## config.mk

```make
export PLATFORM = sky130hd
export DESIGN_NAME = fbl_host
export DESIGN_NICKNAME = d
export VERILOG_FILES = /design/src/include/fbl_pkg.sv /design/src/rtl/fbl_host.sv
export SDC_FILE = /design/constraint.sdc
export NUM_CORES = 1
export LEC_CHECK = 0
export ABC_AREA = 1
export ABC_CLOCK_PERIOD_IN_PS = 2500
export BUFFER_PORTS_ARGS = -buffer_cell sky130_fd_sc_hd__buf_2
export CAP_MARGIN = 20
export CORE_ASPECT_RATIO = 0.7
export CORE_MARGIN = 1
export CORE_UTILIZATION = 44
export DETAILED_ROUTE_END_ITERATION = 7
export GPL_TIMING_DRIVEN = 0
export PLACE_DENSITY = 0.75
export SKIP_LAST_GASP = 1
export SYNTH_ARGS = -nofsm -noshare
export SYNTH_HDL_FRONTEND = slang
export SYNTH_SLANG_ARGS = --single-unit
```

## constraint.sdc

```tcl
create_clock -name clk_sys -period 2.5 [get_ports clk_sys]
set_input_delay 0.375 -clock clk_sys [delete_from_list [all_inputs] [get_ports clk_sys]]
set_output_delay 0.375 -clock clk_sys [all_outputs]
set_load 0.03 [all_outputs]
```

## src/include/fbl_pkg.sv

```systemverilog
package fbl_pkg;
  // ==========================================================
  // Command codes written on the data lines
  localparam logic [7:0] CMD_LOCK_SETUP = 8'h60;
  localparam logic [7:0] CMD_LOCK = 8'h01;
  localparam logic [7:0] CMD_UNLOCK = 8'hd0;
  localparam logic [7:0] CMD_LOCKDOWN = 8'h2f;
  localparam logic [7:0] CMD_READ_ID = 8'h90;
  localparam logic [7:0] CMD_READ_STATUS = 8'h70;
  localparam logic [7:0] CMD_CLEAR_STATUS = 8'h50;
  localparam logic [7:0] CMD_READ_ARRAY = 8'hff;
  // ==========================================================
  // Device map
  localparam int unsigned LOCK_STATE_OFS = 32'h2;
  // ==========================================================
  // Operation status bit positions
  localparam int unsigned ST_READY = 7;
  localparam int unsigned ST_ERASE_ERR = 5;
  localparam int unsigned ST_PROG_ERR = 4;
  localparam int unsigned ST_SUPPLY = 3;
  localparam int unsigned ST_SUSPEND = 2;
  localparam int unsigned ST_LOCK_ERR = 1;
  // ==========================================================
  // Software port map of the controller
  localparam logic [3:0] REG_CTRL = 4'h0;
  localparam logic [3:0] REG_ADDR = 4'h1;
  localparam logic [3:0] REG_RESULT = 4'h2;
  localparam logic [3:0] REG_STATE = 4'h3;
  localparam logic [2:0] OP_LOCK = 3'h1;
  localparam logic [2:0] OP_UNLOCK = 3'h2;
  localparam logic [2:0] OP_LOCKDOWN = 3'h3;
  localparam logic [2:0] OP_READ_LOCK = 3'h4;
  localparam logic [2:0] OP_READ_STATUS = 3'h5;
  localparam logic [2:0] OP_CLEAR_STATUS = 3'h6;
  localparam logic [2:0] OP_BAD_SECOND = 3'h7;
  // ==========================================================
  // Bus timing, in ns and in cycles of the 100 ns clock
  localparam int unsigned CLK_NS = 100;
  localparam int unsigned WE_PULSE_NS = 100;
  localparam int unsigned READ_ACCESS_NS = 200;
  localparam int unsigned WE_CYC = (WE_PULSE_NS + CLK_NS - 1) / CLK_NS;
  localparam int unsigned RD_CYC = (READ_ACCESS_NS + CLK_NS - 1) / CLK_NS;
  localparam logic [2:0] RESET_DATA = 3'h0;
  typedef enum logic [2:0] {
    FBL_IDLE = 3'b000,
    FBL_SETUP = 3'b001,
    FBL_GAP = 3'b011,
    FBL_SECOND = 3'b010,
    FBL_RD_CMD = 3'b110,
    FBL_READ = 3'b111,
    FBL_DONE = 3'b101
  } fbl_state_t;
endpackage

```

## src/rtl/fbl_host.sv

```systemverilog
// ==========================================================
// Functional notes
// - Lock is 0x60 then 0x01
// - Unlock is 0x60 then 0xD0
// - Lock-down is 0x60 then 0x2F
// - Identify 0x90, read base plus 0x00002
module fbl_host #(
  parameter int unsigned AW = 22
) (
  input wire logic clk_sys,
  input wire logic rst,
  input wire logic [3:0] sw_addr,
  input wire logic [31:0] sw_wdata,
  input wire logic sw_wr,
  input wire logic sw_rd,
  output logic [31:0] sw_rdata,
  output logic [AW-1:0] fl_addr,
  output logic [15:0] fl_dq_out,
  input wire logic [15:0] fl_dq_in,
  output logic fl_dq_oe_n,
  output logic fl_ce_n,
  output logic fl_we_n,
  output logic fl_oe_n,
  output logic fl_wp_n
);
  // Pulse and access lengths in clock cycles
  localparam logic [1:0] WE_N = 2'(fbl_pkg::WE_CYC);
  localparam logic [1:0] RD_N = 2'(fbl_pkg::RD_CYC);

  // ==========================================================
  // Software registers
  fbl_pkg::fbl_state_t st_q, st_d;
  logic [AW-1:0] addr_q;
  logic [2:0] op_q;
  logic wp_q;
  logic busy_q;
  logic done_q;
  logic [15:0] result_q;
  logic [1:0] cnt_q, cnt_d;
  logic [15:0] dq_s1_q, dq_s2_q;
  logic [31:0] rdata_q;

  // ==========================================================
  // Decode
  wire wr_ctrl = sw_wr && (sw_addr == fbl_pkg::REG_CTRL);
  wire wr_addr = sw_wr && (sw_addr == fbl_pkg::REG_ADDR);
  // Op zero means no operation; a start while busy is dropped
  wire start = wr_ctrl && !busy_q && (sw_wdata[2:0] != 3'h0);
  wire is_lock_op = (op_q == fbl_pkg::OP_LOCK) || (op_q == fbl_pkg::OP_UNLOCK)
                    || (op_q == fbl_pkg::OP_LOCKDOWN) || (op_q == fbl_pkg::OP_BAD_SECOND);
  wire is_read_op = (op_q == fbl_pkg::OP_READ_LOCK) || (op_q == fbl_pkg::OP_READ_STATUS);
  wire cnt_end = (cnt_q == 2'h0);
  wire [31:0] rd_mux =
    (sw_addr == fbl_pkg::REG_CTRL) ? {28'h0, wp_q, op_q} :
    (sw_addr == fbl_pkg::REG_ADDR) ? 32'(addr_q) :
    (sw_addr == fbl_pkg::REG_RESULT) ? {16'h0, result_q} :
    (sw_addr == fbl_pkg::REG_STATE) ? {29'h0, st_q == fbl_pkg::FBL_IDLE, done_q, busy_q} :
    32'h0;

  // Second cycle data of a lock sequence
  wire [7:0] second_cmd =
    (op_q == fbl_pkg::OP_LOCK) ? fbl_pkg::CMD_LOCK :
    (op_q == fbl_pkg::OP_UNLOCK) ? fbl_pkg::CMD_UNLOCK :
    (op_q == fbl_pkg::OP_LOCKDOWN) ? fbl_pkg::CMD_LOCKDOWN :
    fbl_pkg::CMD_READ_ARRAY; // deliberate invalid follower for error test
  wire [7:0] first_cmd =
    is_lock_op ? fbl_pkg::CMD_LOCK_SETUP :
    (op_q == fbl_pkg::OP_READ_LOCK) ? fbl_pkg::CMD_READ_ID :
    (op_q == fbl_pkg::OP_CLEAR_STATUS) ? fbl_pkg::CMD_CLEAR_STATUS :
    fbl_pkg::CMD_READ_STATUS;
  // Lock state reads target block base plus the lock offset
  wire [AW-1:0] rd_addr = (op_q == fbl_pkg::OP_READ_LOCK) ?
    (addr_q | AW'(fbl_pkg::LOCK_STATE_OFS)) : addr_q;

  // ==========================================================
  // Sequencer
  always_comb begin
    st_d = st_q;
    cnt_d = cnt_end ? 2'h0 : cnt_q - 2'h1;
    case (st_q)
      fbl_pkg::FBL_IDLE: begin
        if (start) begin
          st_d = fbl_pkg::FBL_SETUP;
          cnt_d = WE_N;
        end
      end
      fbl_pkg::FBL_SETUP: begin
        if (cnt_end) begin
          st_d = fbl_pkg::FBL_GAP;
          cnt_d = WE_N;
        end
      end
      fbl_pkg::FBL_GAP: begin
        // Recovery time after the first write cycle, before the second write, the read or done
        if (cnt_end) begin
          if (is_lock_op) begin
            st_d = fbl_pkg::FBL_SECOND;
            cnt_d = WE_N;
          end else if (is_read_op) begin
            st_d = fbl_pkg::FBL_READ;
            cnt_d = RD_N;
          end else begin
            st_d = fbl_pkg::FBL_DONE;
          end
        end
      end
      fbl_pkg::FBL_SECOND: begin
        // No busy wait: lock change is done at end of the pulse
        if (cnt_end) begin
          st_d = fbl_pkg::FBL_RD_CMD;
          cnt_d = WE_N;
        end
      end
      fbl_pkg::FBL_RD_CMD: begin
        if (cnt_end) begin
          st_d = fbl_pkg::FBL_READ;
          cnt_d = RD_N;
        end
      end
      fbl_pkg::FBL_READ: begin
        // Data stand over the whole read, so the flop delay is harmless
        if (cnt_end) begin
          st_d = fbl_pkg::FBL_DONE;
        end
      end
      // One cycle in which busy and done change together
      fbl_pkg::FBL_DONE: st_d = fbl_pkg::FBL_IDLE;
      default: st_d = fbl_pkg::FBL_IDLE;
    endcase
  end

  wire in_wr_pulse = (st_q == fbl_pkg::FBL_SETUP) || (st_q == fbl_pkg::FBL_SECOND);
  // Address held through the gap of a two-cycle sequence
  wire in_wr_phase = in_wr_pulse || (st_q == fbl_pkg::FBL_GAP && is_lock_op);
  // Byte held after each pulse until the next state takes over
  wire [7:0] cmd_now = (st_q == fbl_pkg::FBL_SETUP) ? first_cmd :
    (st_q == fbl_pkg::FBL_RD_CMD) ? fbl_pkg::CMD_READ_STATUS : second_cmd;
  // Lock changes are read back through status so errors are visible
  // Data lines come from outside: two flops before any use
  wire [15:0] captured = dq_s2_q;

  // ==========================================================
  // Registers
  always_ff @(posedge clk_sys or posedge rst) begin
    if (rst) begin
      st_q <= fbl_pkg::FBL_IDLE;
      cnt_q <= 2'h0;
      addr_q <= '0;
      op_q <= 3'h0;
      wp_q <= 1'b0;
      busy_q <= 1'b0;
      done_q <= 1'b0;
      result_q <= 16'h0;
      dq_s1_q <= 16'h0;
      dq_s2_q <= 16'h0;
      rdata_q <= 32'h0;
    end else begin
      st_q <= st_d;
      cnt_q <= cnt_d;
      dq_s1_q <= fl_dq_in;
      dq_s2_q <= dq_s1_q;
      // Zero outside the cycle after a read strobe
      rdata_q <= sw_rd ? rd_mux : 32'h0;
      if (wr_addr) begin
        addr_q <= sw_wdata[AW-1:0];
      end
      if (wr_ctrl) begin
        wp_q <= sw_wdata[3];
      end
      if (start) begin
        op_q <= sw_wdata[2:0];
        busy_q <= 1'b1;
      end else if (st_q == fbl_pkg::FBL_DONE) begin
        busy_q <= 1'b0;
      end
      // Done set wins over clear by a new start
      if (st_q == fbl_pkg::FBL_DONE) begin
        done_q <= 1'b1;
      end else if (start) begin
        done_q <= 1'b0;
      end
      if (st_q == fbl_pkg::FBL_READ && cnt_end) begin
        // Lock code {pin, lockdown, lock}; status kept whole in low byte
        result_q <= (op_q == fbl_pkg::OP_READ_LOCK) ?
          {13'h0, wp_q, captured[1], captured[0]} :
          {8'h0, captured[7:0]};
      end
    end
  end

  // ==========================================================
  // Flash pins
  // Chip stays selected from the first pulse to the end of the read, or of the gap for clear status
  wire active = (st_q != fbl_pkg::FBL_IDLE) && (st_q != fbl_pkg::FBL_DONE);
  wire rd_phase = (st_q == fbl_pkg::FBL_READ);
  assign fl_ce_n = !active;
  // Pulse ends one cycle before its state, so the byte still stands as the line rises
  wire wr_state = in_wr_pulse || (st_q == fbl_pkg::FBL_RD_CMD);
  wire we_low = wr_state && !cnt_end;
  assign fl_we_n = !we_low;
  assign fl_oe_n = !rd_phase;
  assign fl_dq_oe_n = rd_phase || !active;
  assign fl_dq_out = {8'h0, cmd_now};
  assign fl_addr = (rd_phase || in_wr_phase) ? rd_addr : addr_q;
  assign fl_wp_n = wp_q;
  assign sw_rdata = rdata_q;
endmodule

```

==> qor.csv, run 1 <==
metric;value;unit
status;complete, no violations;
h-tree-depth;3;
stdcell_count;629;
ys_seq_elements;79;
drc;0;
pwr-share-seq;41.0;%
switching_share;28.4;%
area_growth;29.2;%
power.leakage;2.58;nW
synthCells;399;
dp_hpwl;5800;um
fmax;0.435;GHz
drive_above_1_share;32.2;%
drt_iter0_drc;150;
ys.warnings.count;0;
ios;131;
ant_nets;0;
ys_top_cells_by_area;dfrtp_1, nand2_1, buf_4;
critical_path_required;2.12;ns
clkPwrFrac;41.6;%
clk_pin_slew;0.06;ns
final_max_slew_viol_count;0;
antenna_found_initial;0;
synth_top_area_share;55.6;%
rsz0062_at_grt;no;
final.fill_count;717;
yosysSeqAreaShare;55.6;%
p_int;0.00250;W
dp_cells;612;
core_area;7840;um^2
max_stage_delay;0.38;ns
combPwrFrac;17.4;%
critPathArrivalTime;1.92;ns
yosysUniqueCellTypes;26;
postCtsSetupBuffers;0;
hp-class;input pin to flip-flop;
p_per_area;761;nW/um^2
ys.flop_type;dfrtp_1;
final_hold_viol_count;0;
synth_edf_count;0;
grt_overflow;0;
setup_ws;0.200;ns
dieWidth;109;um
path_buf_inv;3;
rows;27;
cp_cell_sequence;clkbuf_1, nand3_1, inv_1, o21ai_0, nand2_1, buf_2;
critical_path_class;flip-flop to output pin;
finalSetupTns;0;ns
ir_drop;0.457;mV
critPathSlowestCell;nand3_1;
vias_per_cell;4.61;
post-route-period-util;92.0;%
setup_viol;0;
syn_area_per_cell;8.91;um^2
num_vias;2897;
wl_per_cell;12.3;um
grt_usage;19.9;%
wl;7760;um
dieArea;8440;um^2
clock_skew;0.00402;ns
cts_sinks;79;
grt_max_degree;60;
clock_path_buffers;2;
synthArstFlopShare;100;%
num_antenna_cells;0;
cts_buffers;9;
cts_root_buf;clkbuf_16;
die_h;77.2;um
worstPathMaxFanout;10;
syn_area;3550;um^2
cap_violations;0;
start_kind;flip-flop;
place_congestion;0.842;
grt_pass1_wl;12700;um
netSwitchingPower;0.000992;W
hold_slack;0.144;ns
firstDrtPassIters;4;
finalCriticalPeriod;2.30;ns
crit_family;buffers and inverters;
synth_top_area_cell;dfrtp_1;
start_util;45.3;%
place.port_buffers;94;
num-nets-final;583;
clock_latency;0.33;ns
tritoncts;yes;
post-place-ws;0.516;ns
grt_pass1_vias;2702;
end_kind;output pin;
-- flip-flops by register name (all words and copies together) (netlist names) --
register and cells:
addr_q 22, busy_q 1, captured 8, cnt_q 2, done_q 1, dq_s1_q 8
fl_wp_n 1, op_q 3, result_q 8, st_q 3, sw_rdata 22
-- path summary, 6_finish.rpt --
kind	start	to	slack [ns]	cells past startpoint
min in group asynchronous	rst	addr_q[10]	0.55	3
max in group asynchronous	rst	sw_rdata[15]	1.39	4
worst min register to register	dq_s1_q[7]	captured[7]	0.35	0
worst max register to register	st_q[2]	result_q[4]	0.89	5
worst max-delay path	op_q[2]	fl_addr[1]	0.20	6
worst min-delay path	fl_dq_in[5]	dq_s1_q[5]	0.14	1
-- cells by family after synthesis --
family	Yosys count	synth area share, %
compound gates	60	9.19
flops	79	55.6
buf+inv	95	14.8
fa+ha+maj	4	1.41
simple gates	159	18.6
mux	1	0.317
other cells	1	0.106
-- power by group through the flow --
| stage | clock network, W | logic (W) | registers, W |
|---|---|---|---|
| after floorplan | 0 | 0.000441 | 0.00146 |
| after global placement | 0 | 0.000594 | 0.00145 |
| after detailed placement | 0 | 0.000610 | 0.00146 |
| after CTS | 0.00149 | 0.000612 | 0.00143 |
| after global routing | 0.00155 | 0.000660 | 0.00145 |
| final | 0.00145 | 0.000608 | 0.00143 |
-- stage by stage --
step / utilization (%) / instance area (um^2) / power [W]
2_1_floorplan: - / 3620 / 0.00190
3_3_place_gp: 53.8 / 4210 / 0.00205
3_5_place_dp: 54.2 / 4240 / 0.00207
4_1_cts: 58.5 / 4590 / 0.00353
5_1_grt: 58.6 / 4590 / 0.00365
6_report: 58.6 / 4590 / 0.00349
-- worst register-to-register path: stages, from the launching register on --
cell and delay [ns]:
dfrtp_1 0.43, inv_1 0.23, nor2_1 0.14, nand2_1 0.17
clkbuf_1 0.35, o21ai_0 0.16
-- timing repair --
action,in CTS,in global routing
hold buffers,1,0
hold endpoints to repair,14,0
setup endpoints to repair,0,2
gates resized for setup,0,1
-- layer usage --
metal / global-route usage (%) / up-vias / routed length (um)
met5: 0 / - / 0
met4: 6.40 / 0 / 71
met3: 5.78 / 6 / 481
met2: 29.3 / 94 / 3500
met1: 28.2 / 1359 / 3700
li1: - / 1438 / -
-- cell usage in the layout (no fill, tap or decap), types with 15 or more instances in the layout --
cell type / n
nand3_1: 15
a21oi_1: 25
conb_1: 18
nor2_1: 45
buf_2: 97
o21ai_0: 26
buf_4: 42
inv_1: 43
dfrtp_1: 79
nand2_1: 87
-- layout make-up --
class	instances	area, um^2	share of cell area [%]
clock buffer	9	225	4.91
sequential	79	1980	43.1
clock inverter	7	109	2.37
tap	101	126	2.75
inverter	45	171	3.73
timing repair buffer	96	508	11.1
multi-input combinational	242	1120	24.3
buffer	50	357	7.77
-- synth_stat cells, types with 3 or more instances --
library cell  number
nand2_1           87
dfrtp_1           79
nor2_1            46
inv_1             44
buf_4             42
o21ai_0           26
a21oi_1           25
nand3_1           15
a21oi_2            5
clkbuf_1           4
ha_1               4
nor3_1             4
buf_2              3
Power figures use the tool's default switching activity.
==> run 2: changes to the inputs <==
--- a/config.mk
+++ b/config.mk
@@ -6,15 +6,16 @@
 export NUM_CORES = 1
 export LEC_CHECK = 0
 export ABC_AREA = 1
-export ABC_CLOCK_PERIOD_IN_PS = 2500
+export ABC_CLOCK_PERIOD_IN_PS = 2340
 export BUFFER_PORTS_ARGS = -buffer_cell sky130_fd_sc_hd__buf_2
 export CAP_MARGIN = 20
 export CORE_ASPECT_RATIO = 0.7
 export CORE_MARGIN = 1
-export CORE_UTILIZATION = 44
+export CORE_UTILIZATION = 49
+export CTS_CLUSTER_DIAMETER = 100
 export DETAILED_ROUTE_END_ITERATION = 7
 export GPL_TIMING_DRIVEN = 0
-export PLACE_DENSITY = 0.75
+export PLACE_DENSITY = 0.79
 export SKIP_LAST_GASP = 1
 export SYNTH_ARGS = -nofsm -noshare
 export SYNTH_HDL_FRONTEND = slang
==> constraint.sdc (replaced) <==
create_clock -name clk_sys -period 2.34 [get_ports clk_sys]
set_input_delay 0.351 -clock clk_sys [delete_from_list [all_inputs] [get_ports clk_sys]]
set_output_delay 0.351 -clock clk_sys [all_outputs]
set_load 0.03 [all_outputs]
==> run 2 against run 1 <==
  * Count of clock-buffer cells in the layout is 1 higher
  * Final cell count is 1.4% lower
  * Highest routed layer unchanged
  * Register-to-register slack worse by 0.17 ns
  * Sequential share of layout area is 1.6 points higher
  * Critical path type unchanged
  * Final area is 3.6% lower
  * Combinational power is 5.9% higher
  * Largest power group is now sequential cells
  * Non-clock buffer count is 2 lower
  * Clock skew is 0.0025 ns higher
  * Critical path depth is 1 higher
  * Routed wire length is 0.84% lower
==> qor.csv, run 2 (synthesis gave the netlist of run 1 again) <==
metric;value;unit
grt_max_degree;42;
num_vias;2849;
p_per_area;706;nW/um^2
antenna_found_initial;0;
cts_root_buf;clkbuf_8;
h-tree-depth;3;
combPwrFrac;20.6;%
rows;25;
wl_per_cell;12.4;um
end_kind;output pin;
rsz0062_at_grt;yes;
layout_commonest_cell;buf_2;
worstPathMaxFanout;6;
drive_above_1_share;32.5;%
drc;0;
critical_path_required;1.99;ns
place_congestion;0.891;
ant_nets;0;
clock_path_buffers;2;
switching_share;31.5;%
netSwitchingPower;0.000984;W
clock_latency;0.35;ns
cap_violations;0;
finalCriticalPeriod;2.22;ns
power.leakage;2.50;nW
drt_iter0_drc;110;
fmax;0.451;GHz
vias_per_cell;4.60;
grt_overflow;0;
wl;7690;um
tritoncts;yes;
start_util;51.6;%
start_kind;flip-flop;
core_area;6880;um^2
cts_sinks;79;
status;complete, no violations;
hp-start;fl_dq_in[6];
ff2ff_setup_slack;0.72;ns
placed_cell_area;4230;um^2
die_h;73.3;um
place.port_buffers;94;
finalSetupTns;0;ns
p_int;0.00214;W
grt_pass1_vias;2608;
ir_drop;0.428;mV
clkPwrFrac;30.6;%
critical_path_class;flip-flop to output pin;
dieWidth;104;um
r2r-start;st_q[2];
worst_pin_slew;0.826;ns
final_area;4430;um^2
reg2reg_to;st_q[0];
ios;131;
dp_hpwl;5740;um
hp-class;input pin to flip-flop;
final_max_slew_viol_count;0;
min_to;dq_s1_q[6];
grt_pass1_wl;12600;um
firstDrtPassIters;5;
critPathArrivalTime;1.87;ns
clk_pin_slew;0.08;ns
postCtsSetupBuffers;0;
pwr-share-seq;48.8;%
num_antenna_cells;0;
cts_buffers;9;
p_total;0.00313;W
mostFrequentLayoutCells;buf_2, nand2_1, dfrtp_1, nor2_1, inv_1;
clock_skew;0.00653;ns
final_hold_viol_count;0;
holdPathStages;1;
area_growth;24.6;%
num-nets-final;581;
dieArea;7600;um^2
setup_viol;0;
timing.slew.headroom;44.8;%
post-route-period-util;94.8;%
reg2regPathDepth;6;
grt_usage;21.9;%
==> run 2: changes by cell type in the layout (fill, tap and decap cells not counted), sizes merged <==
cell | previous run | this run
clkinv | 1 | 3
inv | 49 | 47
bufinv | 2 | 0
clkinvlp | 0 | 1
dlygate4sd3 | 1 | 0
==> run 2: worst max path at each step <==
| stage | startpoint | endpoint | slack [ns] |
|---|---|---|---|
| 6_report | st_q[1] | fl_dq_out[4] | 0.12 |
| 2_1_floorplan | st_q[1] | fl_dq_out[2] | 0.40 |
| 4_1_cts | st_q[1] | fl_dq_out[4] | 0.05 |
| 3_3_place_gp | st_q[1] | fl_dq_out[4] | 0.39 |
| 5_1_grt | st_q[1] | fl_dq_out[4] | -0.03 |
| 3_5_place_dp | st_q[1] | fl_dq_out[4] | 0.32 |
==> run 2: cell type report <==
cell class	instances	area (um^2)
Fill cell	630	2450
Sequential cell	79	1980
Multi-Input combinational cell	242	1130
Timing Repair Buffer	95	490
Buffer	49	353
Inverter	45	173
Clock buffer	10	138
Tap cell	94	118
Clock inverter	6	51.3
==> run 2: what timing repair did <==
action                     CTS  global route
pin swaps                    0             0
setup endpoints to repair    5             6
gates resized for setup      2             1
hold buffers                 0             0
==> run 2: per-layer routing <==
| layer | GRT usage, % | share of wire, % |
|---|---|---|
| met4 | 8.57 | 1.1 |
| met2 | 33.9 | 45 |
| met5 | 0 | 0 |
| met3 | 5.94 | 7.0 |
| met1 | 29.8 | 47 |
==> run 2: worst max-delay path, cell delays in order (launching register included) <==
cell	delay [ns]
dfrtp_1	0.44
inv_1	0.16
nor2_4	0.17
nand2_1	0.16
inv_1	0.15
o21ai_0	0.10
o21ai_0	0.11
buf_2	0.24
==> run 2: through the flow <==
step	util (%)	setup WS, ns	hold slack (ns)	std cells
after floorplan	-	0.400	0.331	416
after global placement	61.2	0.390	0.332	604
after detailed placement	61.5	0.324	0.335	605
after CTS	64.3	0.0522	0.0817	621
after global routing	64.3	-0.0286	0.0691	620
final	64.3	0.122	0.101	620
==> run 2: power groups by stage <==
stage	Combinational, W	Sequential, W	Clock, W
3_5_place_dp	0.000648	0.00155	0
3_3_place_gp	0.000635	0.00155	0
6_report	0.000644	0.00153	0.000955
4_1_cts	0.000650	0.00153	0.000981
5_1_grt	0.000695	0.00154	0.00104
2_1_floorplan	0.000471	0.00156	0
